`config.mk`:
```
export PLATFORM = sky130hd
export DESIGN_NAME = gps_time_packet_framer
export DESIGN_NICKNAME = d
export VERILOG_FILES = /design/src/verilog/gps_framer_pkg.sv /design/src/verilog/gps_time_packet_framer.sv
export SDC_FILE = /design/constraint.sdc
export NUM_CORES = 2
export LEC_CHECK = 0
export ABC_CLOCK_PERIOD_IN_PS = 8000
export BUFFER_PORTS_ARGS = -buffer_cell sky130_fd_sc_hd__buf_2
export CORE_MARGIN = 1
export CORE_UTILIZATION = 60
export CTS_CLUSTER_DIAMETER = 50
export DETAILED_ROUTE_END_ITERATION = 16
export MAX_ROUTING_LAYER = met4
export PLACE_DENSITY = 0.73
export SLEW_MARGIN = 20
export SYNTH_ARGS = -nofsm -noshare
export SYNTH_HDL_FRONTEND = slang
export SYNTH_SLANG_ARGS = --single-unit
```
`constraint.sdc`:
```
create_clock -name clk_sys_i -period 8 [get_ports clk_sys_i]
set_input_delay 1.2 -clock clk_sys_i [delete_from_list [all_inputs] [get_ports clk_sys_i]]
set_output_delay 1.2 -clock clk_sys_i [all_outputs]
set_load 0.03 [all_outputs]
```
`src/verilog/gps_framer_pkg.sv`:
```
/*
 * Shared constants and types for the GPS time packet framer: register
 * offsets, reset values, fixed header words, payload layout and timing.
 * Assumes a 20 MHz system clock and byte-wide NMEA and transmit streams.
 */
package gps_framer_pkg;
   // Register byte offsets on the plain register port.
   localparam logic [7:0] OFS_CTRL   = 8'h00;
   localparam logic [7:0] OFS_SRC_IP = 8'h04;
   localparam logic [7:0] OFS_MAC_LO = 8'h08;
   localparam logic [7:0] OFS_MAC_HI = 8'h0C;
   localparam logic [7:0] OFS_STATUS = 8'h10;
   localparam logic [7:0] OFS_US     = 8'h14;
   localparam logic [7:0] OFS_PKTS   = 8'h18;
   // Control and status bit positions.
   localparam int CTRL_PTP_BIT  = 0;
   localparam int CTRL_GGA_BIT  = 1;
   localparam int STAT_NMEA_BIT = 0;
   localparam int STAT_PPS_BIT  = 1;
   localparam int STAT_BUSY_BIT = 2;
   // Reset values; the hardware address default is arbitrary.
   localparam logic [31:0] SRC_IP_RST = 32'hC0A801C9;
   localparam logic [47:0] MAC_RST    = 48'h020000000001;
   // Fixed header words.
   localparam logic [47:0] MAC_BCAST  = 48'hFFFFFFFFFFFF;
   localparam logic [15:0] ETH_TYPE   = 16'h0800;
   localparam logic [15:0] IP_VER_TOS = 16'h4500;
   localparam logic [15:0] IP_TOTLEN  = 16'h021C;
   localparam logic [15:0] IP_ID      = 16'h0000;
   localparam logic [15:0] IP_FRAG    = 16'h4000;
   localparam logic [15:0] IP_TTL_PRO = 16'h4011;
   localparam logic [31:0] IP_BCAST   = 32'hFFFFFFFF;
   localparam logic [15:0] UDP_SPORT  = 16'h2710;
   localparam logic [15:0] UDP_DPORT  = 16'h277E;
   localparam logic [15:0] UDP_LEN    = 16'h0208;
   localparam logic [15:0] UDP_CSUM   = 16'h0000;
   // Packet layout in bytes; payload offsets count from payload start.
   localparam logic [9:0] HDR_LEN   = 10'h02A;
   localparam logic [9:0] PKT_LAST  = 10'h229;
   localparam logic [9:0] P_DATE    = 10'h002;
   localparam logic [9:0] P_TIME    = 10'h008;
   localparam logic [9:0] P_RSV0    = 10'h00E;
   localparam logic [9:0] P_NMEA    = 10'h012;
   localparam logic [9:0] P_PAD     = 10'h066;
   localparam logic [9:0] P_STATUS  = 10'h1FA;
   localparam logic [9:0] P_PPS     = 10'h1FB;
   localparam logic [6:0] NMEA_LEN  = 7'h54;
   localparam logic [7:0] MARK_HI   = 8'hFF;
   localparam logic [7:0] MARK_LO   = 8'hEE;
   localparam logic [7:0] PAD_BYTE  = 8'hDF;
   // NMEA characters.
   localparam logic [7:0] CH_DOLLAR = 8'h24;
   localparam logic [7:0] CH_COMMA  = 8'h2C;
   localparam logic [7:0] CH_STAR   = 8'h2A;
   localparam logic [23:0] TYPE_RMC = 24'h524D43;
   localparam logic [23:0] TYPE_GGA = 24'h474741;
   localparam logic [3:0] F_TIME    = 4'h1;
   localparam logic [3:0] F_RMC_ST  = 4'h2;
   localparam logic [3:0] F_GGA_ST  = 4'h6;
   localparam logic [3:0] F_DATE    = 4'h9;
   // Timing: clock period, one microsecond, second and lock timeouts.
   localparam int CLK_NS       = 50;
   localparam int US_NS        = 1000;
   localparam int US_CYC       = (US_NS + CLK_NS - 1) / CLK_NS;
   localparam int SEC_MS       = 1000;
   localparam int NMEA_TMO_MS  = 2000;
   localparam int CYC_PER_MS   = 1000000 / CLK_NS;
   localparam int SEC_CYC      = SEC_MS * CYC_PER_MS;
   localparam int NMEA_TMO_CYC = NMEA_TMO_MS * CYC_PER_MS;
   // Packet byte stream beat.
   typedef struct packed {
      logic       sop;
      logic       eop;
      logic [7:0] data;
   } tx_beat_t;
   typedef enum logic [0:0] {
      TX_IDLE = 1'b0,
      TX_SEND = 1'b1
   } tx_state_t;
endpackage

```
`src/verilog/gps_time_packet_framer.sv`:
```
/*
 * GPS time packet framer: parses NMEA sentences, keeps the microsecond
 * timer and emits the once-per-second broadcast UDP time packet.
 * Assumes synchronous inputs, a byte sink with ready back-pressure and
 * a register master that never issues read and write together.
 */
// Implementation choices: the register offsets and the plain strobed port.
// What this block does
// - With GPS source, send one packet per second.
// - With PTP source, send no packets.
// - Numeric payload fields sent low byte first.
// - Source IP defaults to 192.168.1.201.
// - Destination IP is 255.255.255.255.
// - Broadcast destination MAC, then own MAC.
// - Frame type bytes 0x08 then 0x00.
// - UDP source port is 0x2710.
// - UDP destination port is 0x277E.
// - UDP length field holds 0x208.
// - Marker 0xFFEE, then date digits low first.
// - Time digits low first, then four reserved.
// - 84 NMEA bytes, then 404 bytes 0xDF.
// - RMC status: A, V, or zero unlocked.
// - GGA status: fix-quality digit passed through.
// - PPS lock byte, then four reserved bytes.
// - Microsecond counter clears on PPS rise.
// - NMEA unlocked after two silent seconds.
`timescale 1ns/100ps
module gps_time_packet_framer #(
   parameter int SEC_CYCLES  = gps_framer_pkg::SEC_CYC,
   parameter int NMEA_CYCLES = gps_framer_pkg::NMEA_TMO_CYC
) (
   // Clock and reset.
   input  wire logic                     clk_sys_i,
   input  wire logic                     rst_n_i,
   // Register port.
   input  wire logic [7:0]               reg_addr_i,
   input  wire logic [31:0]              reg_wdata_i,
   input  wire logic                     reg_wr_i,
   input  wire logic                     reg_rd_i,
   output logic      [31:0]              reg_rdata_o,
   // GPS receiver side.
   input  wire logic                     nmea_valid_i,
   input  wire logic [7:0]               nmea_byte_i,
   input  wire logic                     pps_i,
   // Packet byte stream to the Ethernet transmit path.
   output gps_framer_pkg::tx_beat_t      tx_beat_o,
   output logic                          tx_valid_o,
   input  wire logic                     tx_ready_i
);
   // Registers written by software, and the packet counter.
   logic                 src_ptp;
   logic                 sel_gga;
   logic [31:0]          src_ip;
   logic [47:0]          src_mac;
   logic [31:0]          pkt_count;
   // Timing state.
   logic                 pps_d;
   logic [4:0]           us_div;
   logic [31:0]          us_time;
   logic [31:0]          sec_cnt;
   logic [31:0]          nmea_age;
   logic                 pps_lock;
   logic                 nmea_lock;
   // Parser state.
   logic                 in_sent;
   logic                 star_seen;
   logic [1:0]           tail;
   logic [6:0]           wr_ptr;
   logic [3:0]           field;
   logic [2:0]           fpos;
   logic [7:0]           tm_w [0:5];
   logic [7:0]           dt_w [0:5];
   logic [7:0]           st_w;
   logic [7:0]           tm_c [0:5];
   logic [7:0]           dt_c [0:5];
   logic [7:0]           st_c;
   logic [6:0]           len_w;
   logic [6:0]           len_c;
   logic                 rd_bank;
   logic                 pending;
   logic [7:0]           sent_mem [0:167];
   // Transmit state.
   gps_framer_pkg::tx_state_t state;
   logic [9:0]           idx;

   // Byte decode, tick and trigger terms.
   wire        pps_rise  = pps_i & ~pps_d;
   wire        us_tick   = (us_div == 5'(gps_framer_pkg::US_CYC - 1));
   wire        sec_wrap  = (sec_cnt == 32'(SEC_CYCLES - 1));
   wire        sec_tick  = pps_rise | sec_wrap;
   wire        trig      = sec_tick & ~src_ptp;
   wire        sending   = (state == gps_framer_pkg::TX_SEND);
   wire        is_dollar = nmea_valid_i &
                           (nmea_byte_i == gps_framer_pkg::CH_DOLLAR);
   wire        is_comma  = (nmea_byte_i == gps_framer_pkg::CH_COMMA);
   wire        is_star   = (nmea_byte_i == gps_framer_pkg::CH_STAR);
   wire [23:0] want_type = sel_gga ? gps_framer_pkg::TYPE_GGA
                                   : gps_framer_pkg::TYPE_RMC;
   wire [1:0]  type_pos  = 2'(wr_ptr - 7'h03);
   wire [7:0]  want_ch   = want_type[8*(2-type_pos)+:8];
   wire        type_bad  = (wr_ptr >= 7'h03) & (wr_ptr <= 7'h05) &
                           (nmea_byte_i != want_ch);
   wire        step      = nmea_valid_i & in_sent & ~is_dollar;
   wire        done      = step & star_seen & (tail == 2'h1);
   wire        commit    = (done | pending) & ~sending;
   wire        load      = ~tx_valid_o | tx_ready_i;
   wire [3:0]  st_field  = sel_gga ? gps_framer_pkg::F_GGA_ST
                                   : gps_framer_pkg::F_RMC_ST;
   wire        mem_we    = nmea_valid_i & (is_dollar | in_sent) &
                           (is_dollar | (wr_ptr < gps_framer_pkg::NMEA_LEN));
   wire [6:0]  mem_wa    = is_dollar ? 7'h00 : wr_ptr;
   wire [7:0]  mem_wi    = ~rd_bank ? (8'h54 + 8'(mem_wa)) : 8'(mem_wa);

   // Header checksum over the fixed IP words and the source address.
   function automatic logic [15:0] ip_csum(input logic [31:0] sip);
      logic [31:0] s;
      s = 32'(gps_framer_pkg::IP_VER_TOS) + 32'(gps_framer_pkg::IP_TOTLEN) +
          32'(gps_framer_pkg::IP_ID) + 32'(gps_framer_pkg::IP_FRAG) +
          32'(gps_framer_pkg::IP_TTL_PRO) + 32'(sip[31:16]) +
          32'(sip[15:0]) + 32'h0001FFFE;
      s = 32'(s[15:0]) + 32'(s[31:16]);
      s = 32'(s[15:0]) + 32'(s[31:16]);
      return ~s[15:0];
   endfunction

   // The 42 header bytes, first byte in the top lane.
   wire [335:0] hdr = {gps_framer_pkg::MAC_BCAST, src_mac,
                       gps_framer_pkg::ETH_TYPE,
                       gps_framer_pkg::IP_VER_TOS,
                       gps_framer_pkg::IP_TOTLEN,
                       gps_framer_pkg::IP_ID, gps_framer_pkg::IP_FRAG,
                       gps_framer_pkg::IP_TTL_PRO, ip_csum(src_ip),
                       src_ip, gps_framer_pkg::IP_BCAST,
                       gps_framer_pkg::UDP_SPORT,
                       gps_framer_pkg::UDP_DPORT,
                       gps_framer_pkg::UDP_LEN,
                       gps_framer_pkg::UDP_CSUM};

   // Payload byte selection; digits go out units first.
   wire [9:0] p       = idx - gps_framer_pkg::HDR_LEN;
   wire [9:0] pd      = p - gps_framer_pkg::P_DATE;
   wire [9:0] pt      = p - gps_framer_pkg::P_TIME;
   wire [9:0] pn      = p - gps_framer_pkg::P_NMEA;
   wire [2:0] dsel    = 3'(3'h5 - 3'(pd));
   wire [2:0] tsel    = 3'(3'h5 - 3'(pt));
   wire [7:0] mem_ri  = rd_bank ? (8'h54 + 8'(pn)) : 8'(pn);
   wire [7:0] nmea_b  = (7'(pn) < len_c) ? sent_mem[mem_ri] : 8'h00;
   wire [7:0] stat_b  = (sel_gga | nmea_lock) ? st_c : 8'h00;
   logic [7:0] cur_byte;
   always_comb begin
      if (idx < gps_framer_pkg::HDR_LEN)
         cur_byte = hdr[8*(41-int'(idx))+:8];
      else if (p == 10'h000)
         cur_byte = gps_framer_pkg::MARK_HI;
      else if (p < gps_framer_pkg::P_DATE)
         cur_byte = gps_framer_pkg::MARK_LO;
      else if (p < gps_framer_pkg::P_TIME)
         cur_byte = dt_c[dsel];
      else if (p < gps_framer_pkg::P_RSV0)
         cur_byte = tm_c[tsel];
      else if (p < gps_framer_pkg::P_NMEA)
         cur_byte = 8'h00;
      else if (p < gps_framer_pkg::P_PAD)
         cur_byte = nmea_b;
      else if (p < gps_framer_pkg::P_STATUS)
         cur_byte = gps_framer_pkg::PAD_BYTE;
      else if (p == gps_framer_pkg::P_STATUS)
         cur_byte = stat_b;
      else if (p == gps_framer_pkg::P_PPS)
         cur_byte = {7'h00, pps_lock};
      else
         cur_byte = 8'h00;
   end

   // Register read multiplexer; unmapped offsets read zero.
   logic [31:0] rd_mux;
   always_comb begin
      case (reg_addr_i)
         gps_framer_pkg::OFS_CTRL:   rd_mux = {30'h0, sel_gga, src_ptp};
         gps_framer_pkg::OFS_SRC_IP: rd_mux = src_ip;
         gps_framer_pkg::OFS_MAC_LO: rd_mux = src_mac[31:0];
         gps_framer_pkg::OFS_MAC_HI: rd_mux = {16'h0, src_mac[47:32]};
         gps_framer_pkg::OFS_STATUS: rd_mux = {29'h0, sending,
                                               pps_lock, nmea_lock};
         gps_framer_pkg::OFS_US:     rd_mux = us_time;
         gps_framer_pkg::OFS_PKTS:   rd_mux = pkt_count;
         default:                    rd_mux = 32'h0;
      endcase
   end

   // Register writes and the one-cycle read answer.
   always_ff @(posedge clk_sys_i or negedge rst_n_i) begin
      if (!rst_n_i) begin
         src_ptp     <= 1'b0;
         sel_gga     <= 1'b0;
         src_ip      <= gps_framer_pkg::SRC_IP_RST;
         src_mac     <= gps_framer_pkg::MAC_RST;
         reg_rdata_o <= 32'h0;
      end else begin
         reg_rdata_o <= reg_rd_i ? rd_mux : 32'h0;
         if (reg_wr_i && reg_addr_i == gps_framer_pkg::OFS_CTRL) begin
            src_ptp <= reg_wdata_i[gps_framer_pkg::CTRL_PTP_BIT];
            sel_gga <= reg_wdata_i[gps_framer_pkg::CTRL_GGA_BIT];
         end
         if (reg_wr_i && reg_addr_i == gps_framer_pkg::OFS_SRC_IP)
            src_ip <= reg_wdata_i;
         if (reg_wr_i && reg_addr_i == gps_framer_pkg::OFS_MAC_LO)
            src_mac[31:0] <= reg_wdata_i;
         if (reg_wr_i && reg_addr_i == gps_framer_pkg::OFS_MAC_HI)
            src_mac[47:32] <= reg_wdata_i[15:0];
      end
   end

   // Microsecond timer, second tick and PPS lock tracking.
   always_ff @(posedge clk_sys_i or negedge rst_n_i) begin
      if (!rst_n_i) begin
         pps_d    <= 1'b0;
         us_div   <= 5'h00;
         us_time  <= 32'h0;
         sec_cnt  <= 32'h0;
         pps_lock <= 1'b0;
      end else begin
         pps_d <= pps_i;
         if (pps_rise) begin
            us_div  <= 5'h00;
            us_time <= 32'h0;
         end else if (us_tick) begin
            us_div  <= 5'h00;
            us_time <= us_time + 32'h1;
         end else begin
            us_div  <= us_div + 5'h01;
         end
         sec_cnt <= sec_tick ? 32'h0 : sec_cnt + 32'h1;
         if (pps_rise)
            pps_lock <= 1'b1;
         else if (sec_wrap)
            pps_lock <= 1'b0;
      end
   end

   // NMEA lock: set by a good sentence, dropped after two quiet seconds.
   always_ff @(posedge clk_sys_i or negedge rst_n_i) begin
      if (!rst_n_i) begin
         nmea_age  <= 32'h0;
         nmea_lock <= 1'b0;
      end else if (done) begin
         nmea_age  <= 32'h0;
         nmea_lock <= 1'b1;
      end else if (nmea_age >= 32'(NMEA_CYCLES - 1)) begin
         nmea_lock <= 1'b0;
      end else begin
         nmea_age  <= nmea_age + 32'h1;
      end
   end

   // Sentence store: two banks, the idle one takes the incoming text.
   always_ff @(posedge clk_sys_i) begin
      if (mem_we)
         sent_mem[mem_wi] <= nmea_byte_i;
   end

   // Sentence parser: type check, comma fields, end two chars past star.
   always_ff @(posedge clk_sys_i or negedge rst_n_i) begin
      if (!rst_n_i) begin
         in_sent   <= 1'b0;
         star_seen <= 1'b0;
         tail      <= 2'h0;
         wr_ptr    <= 7'h00;
         field     <= 4'h0;
         fpos      <= 3'h0;
         st_w      <= 8'h00;
         len_w     <= 7'h00;
         for (int i = 0; i < 6; i++) begin
            tm_w[i] <= 8'h30;
            dt_w[i] <= 8'h30;
         end
      end else if (is_dollar) begin
         in_sent   <= 1'b1;
         star_seen <= 1'b0;
         tail      <= 2'h0;
         wr_ptr    <= 7'h01;
         field     <= 4'h0;
         fpos      <= 3'h0;
         st_w      <= 8'h00;
      end else if (step) begin
         if (wr_ptr < gps_framer_pkg::NMEA_LEN)
            wr_ptr <= wr_ptr + 7'h01;
         if (type_bad) begin
            in_sent <= 1'b0;
         end else if (star_seen) begin
            tail <= tail + 2'h1;
            if (tail == 2'h1) begin
               in_sent <= 1'b0;
               len_w   <= (wr_ptr < gps_framer_pkg::NMEA_LEN) ?
                          wr_ptr + 7'h01 : wr_ptr;
            end
         end else if (is_star) begin
            star_seen <= 1'b1;
         end else if (is_comma) begin
            field <= field + 4'h1;
            fpos  <= 3'h0;
         end else begin
            if (fpos != 3'h7)
               fpos <= fpos + 3'h1;
            if (field == gps_framer_pkg::F_TIME && fpos < 3'h6)
               tm_w[fpos] <= nmea_byte_i;
            if (!sel_gga && field == gps_framer_pkg::F_DATE &&
                fpos < 3'h6)
               dt_w[fpos] <= nmea_byte_i;
            if (field == st_field && fpos == 3'h0)
               st_w <= nmea_byte_i;
         end
      end
   end

   // Commit a finished sentence, waiting while a packet is on the wire.
   always_ff @(posedge clk_sys_i or negedge rst_n_i) begin
      if (!rst_n_i) begin
         rd_bank <= 1'b0;
         pending <= 1'b0;
         st_c    <= 8'h00;
         len_c   <= 7'h00;
         for (int i = 0; i < 6; i++) begin
            tm_c[i] <= 8'h30;
            dt_c[i] <= 8'h30;
         end
      end else if (commit) begin
         pending <= 1'b0;
         rd_bank <= ~rd_bank;
         st_c    <= st_w;
         len_c   <= done ? ((wr_ptr < gps_framer_pkg::NMEA_LEN) ?
                    wr_ptr + 7'h01 : wr_ptr) : len_w;
         tm_c    <= tm_w;
         dt_c    <= dt_w;
      end else if (done) begin
         pending <= 1'b1;
      end
   end

   // Transmit sequencer: one byte per accepted beat, held under stall.
   always_ff @(posedge clk_sys_i or negedge rst_n_i) begin
      if (!rst_n_i) begin
         state      <= gps_framer_pkg::TX_IDLE;
         idx        <= 10'h000;
         tx_valid_o <= 1'b0;
         tx_beat_o  <= '0;
         pkt_count  <= 32'h0;
      end else begin
         case (state)
            gps_framer_pkg::TX_IDLE: begin
               if (load)
                  tx_valid_o <= 1'b0;
               if (trig) begin
                  state <= gps_framer_pkg::TX_SEND;
                  idx   <= 10'h000;
               end
            end
            gps_framer_pkg::TX_SEND: begin
               if (load) begin
                  tx_valid_o     <= 1'b1;
                  tx_beat_o.data <= cur_byte;
                  tx_beat_o.sop  <= (idx == 10'h000);
                  tx_beat_o.eop  <= (idx == gps_framer_pkg::PKT_LAST);
                  idx            <= idx + 10'h001;
                  if (idx == gps_framer_pkg::PKT_LAST) begin
                     state     <= gps_framer_pkg::TX_IDLE;
                     pkt_count <= pkt_count + 32'h1;
                  end
               end
            end
            default: state <= gps_framer_pkg::TX_IDLE;
         endcase
      end
   end
endmodule

```
==> out/summary.txt <==
Status: finished, final reports clean
Max FO, Critical Path: 9
Avg WL per Cell: 27.99 um
Peak supply drop: 481.9 uV
H-Tree Depth: 4
Synth Register Bits: 1,858
Post-layout net count: 5,178
Initial DRT Pass Iterations: 7
Layout cell share with drive strength beyond 1: 0.2428
Worst Tran Pin Value: 1.120 ns
Post-Route Skew: 0.04045 ns
CP peak stage delay: 0.55 ns
CTS tree: yes
Synthesized area per cell: 16.13 um^2
Non-filler cells in the finished layout: 6,976
Post-CTS sizing: 0
Clk slew on worst S/H paths: 0.06 ns
PD cells: 373.2 mW/mm^2
Die H: 366.8 um
Total track usage: 0.3022
EDFF count, synth: 1,344
Post-Syn Instances: 4,951
Most frequent cells after synthesis: edfxtp_1, dfrtp_1, nor2_1
DPL Wire Length: 123,000 um
CTS Buffer Depth: 3
Residual DRC: 0
Ys Warns: 0
Largest net degree at the start of global routing: 180
Vias post-DR: 45,330
Area grow syn2layout: 10.86%
CP Data Required Time: 8.67 ns
Final ANT Viol Nets: 0
Core ar.: 0.1318 mm^2
CP Launch Type: register
Final Wtd Congestion: 0.9634
Via/cell ratio: 6.498
Die area: 0.1346 mm^2
Dpl cells: 6,616
Final min period: 6.675 ns
Async SR Flop Fraction: 0.2766
Initial drt markers: 4,576
F_max: 149.8 MHz
Crit path top cell by count: ha_1
Largest area contributor in the netlist: edfxtp_1
Row count: 133
Final hold viol count: 0
Post-route clock period utilization: 0.8344
Hold_buf cts: 0
Clk_lat worst skew: 0.85 ns
Initial antenna violation count: 5
Hold Path Class: input port to async pin
Fin area: 0.08854 mm^2
Area post-placement: 0.08220 mm^2
CTS sink count: 1,858
Maxcap violations: 0
Die Wd: 366.8 um
Count leader, synth: edfxtp_1
Post-CTS Setup Bufs: 0
Reg2Reg Setup Slack: 1.32 ns
Endpoints failing setup: 0
TritonCTS buffer count: 190
Final WL: 195,300 um
PortBufs: 97
R2R Path Start: src_ip[3]$_DFFE_PN1P_
Fin. max-slew vios: 0
Slew Limit Headroom: 0.2537
CP max stage cell: dfstp_2
CP arrival: 7.34 ns
Critical Path Sink Type: register
Setup_tns: 0 ns
Ports: 98
Leakage: 31.83 nW
Family with the most delay on the worst path: simple AND/OR/NAND/NOR gates
Top cells by area, synth: edfxtp_1, dfrtp_1, mux4_2, mux2_2, dfstp_2
Grt ovf: 0
R2R cell count: 31
Syn Std Cell Area: 0.07987 mm^2
Number of global-route vias before repair: 45,470
FF-to-FF End: tx_beat_o[4]$_DFFE_PN0P_
Top_reg_cell synth: edfxtp_1
Buf+Inv Stages, Crit Path: 2
CTS root buf: clkbuf_16
First-pass GRT wire length: 292,800 um
RSZ-0062 raised after global routing: false
Setup Crit Path Kind: register to register
Initial Util: 0.6060
Post-synth top area share: 0.5053
Worst hold slack: 0.4341 ns
Syn Nets: 5,076
Pwr Total: 33.04 mW
Cell variety after synth: 108
Register area share after synthesis: 0.6673
[metrics by stage]
step                        util  setup WS [ns]
after floorplan                -          1.918
after global placement    0.6237          1.415
after detailed placement  0.6237          1.342
after CTS                 0.6717          1.324
after global routing      0.6718         0.6852
final                     0.6718          1.325
[cells by family after synthesis]
family / Yosys count / share of synthesized area
AOI/OAI and AO/OA: 630 / 0.05361
xor gates and xnor gates: 179 / 0.02026
adders and majority gates: 70 / 0.01115
buffers and inverters: 363 / 0.02063
DFF: 1858 / 0.6673
muxes: 829 / 0.1654
and+or+nand+nor: 1022 / 0.06168
[flip-flops by register name, indices dropped and copies added (netlist names), 48 cells and up]
signal and flops:
dt_c 48, dt_w 48, sent_mem 1344, src_mac 48, tm_c 48, tm_w 48
[cells in the final DEF, fill, tap and decap left out, types with 86 or more instances in the layout]
cell type and n:
clkbuf_16 190, mux2_2 323, nand2_1 204, mux2i_1 139, mux4_2 357, a21oi_1 182, edfxtp_1 1344, dfrtp_1 452
buf_4 86, a211oi_1 97, nor2_1 382, buf_2 88, xor2_1 91
[final cells by class]
class,count,area [um^2]
Antenna cell,2,5.005
Timing Repair Buffer,193,1391
Clock inverter,104,1229
Clock buffer,254,5095
Fill cell,8887,43250
Multi-Input combinational cell,2730,25020
Inverter,80,300.3
Sequential cell,1858,53300
Tap cell,1755,2196
[layer usage]
layer  GRT usage  part of all wire
met3     0.05224             0.071
met4      0.1067             0.035
met5           -                 0
met2      0.4718              0.49
met1      0.4050              0.40
[worst max-delay path by stage]
stage / startpoint / endpoint / slack [ns] / depth (start not counted)
after floorplan: src_ip[3]$_DFFE_PN1P_ / tx_beat_o[4]$_DFFE_PN0P_ / 1.92 / 32
after global placement: src_ip[3]$_DFFE_PN1P_ / tx_beat_o[4]$_DFFE_PN0P_ / 1.41 / 31
after detailed placement: src_ip[3]$_DFFE_PN1P_ / tx_beat_o[4]$_DFFE_PN0P_ / 1.34 / 31
after CTS: src_ip[3]$_DFFE_PN1P_ / tx_beat_o[4]$_DFFE_PN0P_ / 1.32 / 31
after global routing: src_ip[3]$_DFFE_PN1P_ / tx_beat_o[4]$_DFFE_PN0P_ / 0.69 / 31
final: src_ip[3]$_DFFE_PN1P_ / tx_beat_o[4]$_DFFE_PN0P_ / 1.32 / 31
[power by group]
part | leakage [nW] | internal, mW | total [mW] | switching (mW)
sequential | 18.9 | 10.4 | 10.7 | 0.232
clock | 3.05 | 5.04 | 8.88 | 3.84
combinational | 9.89 | 4.64 | 13.5 | 8.85
(Power assumes the default switching activity.)
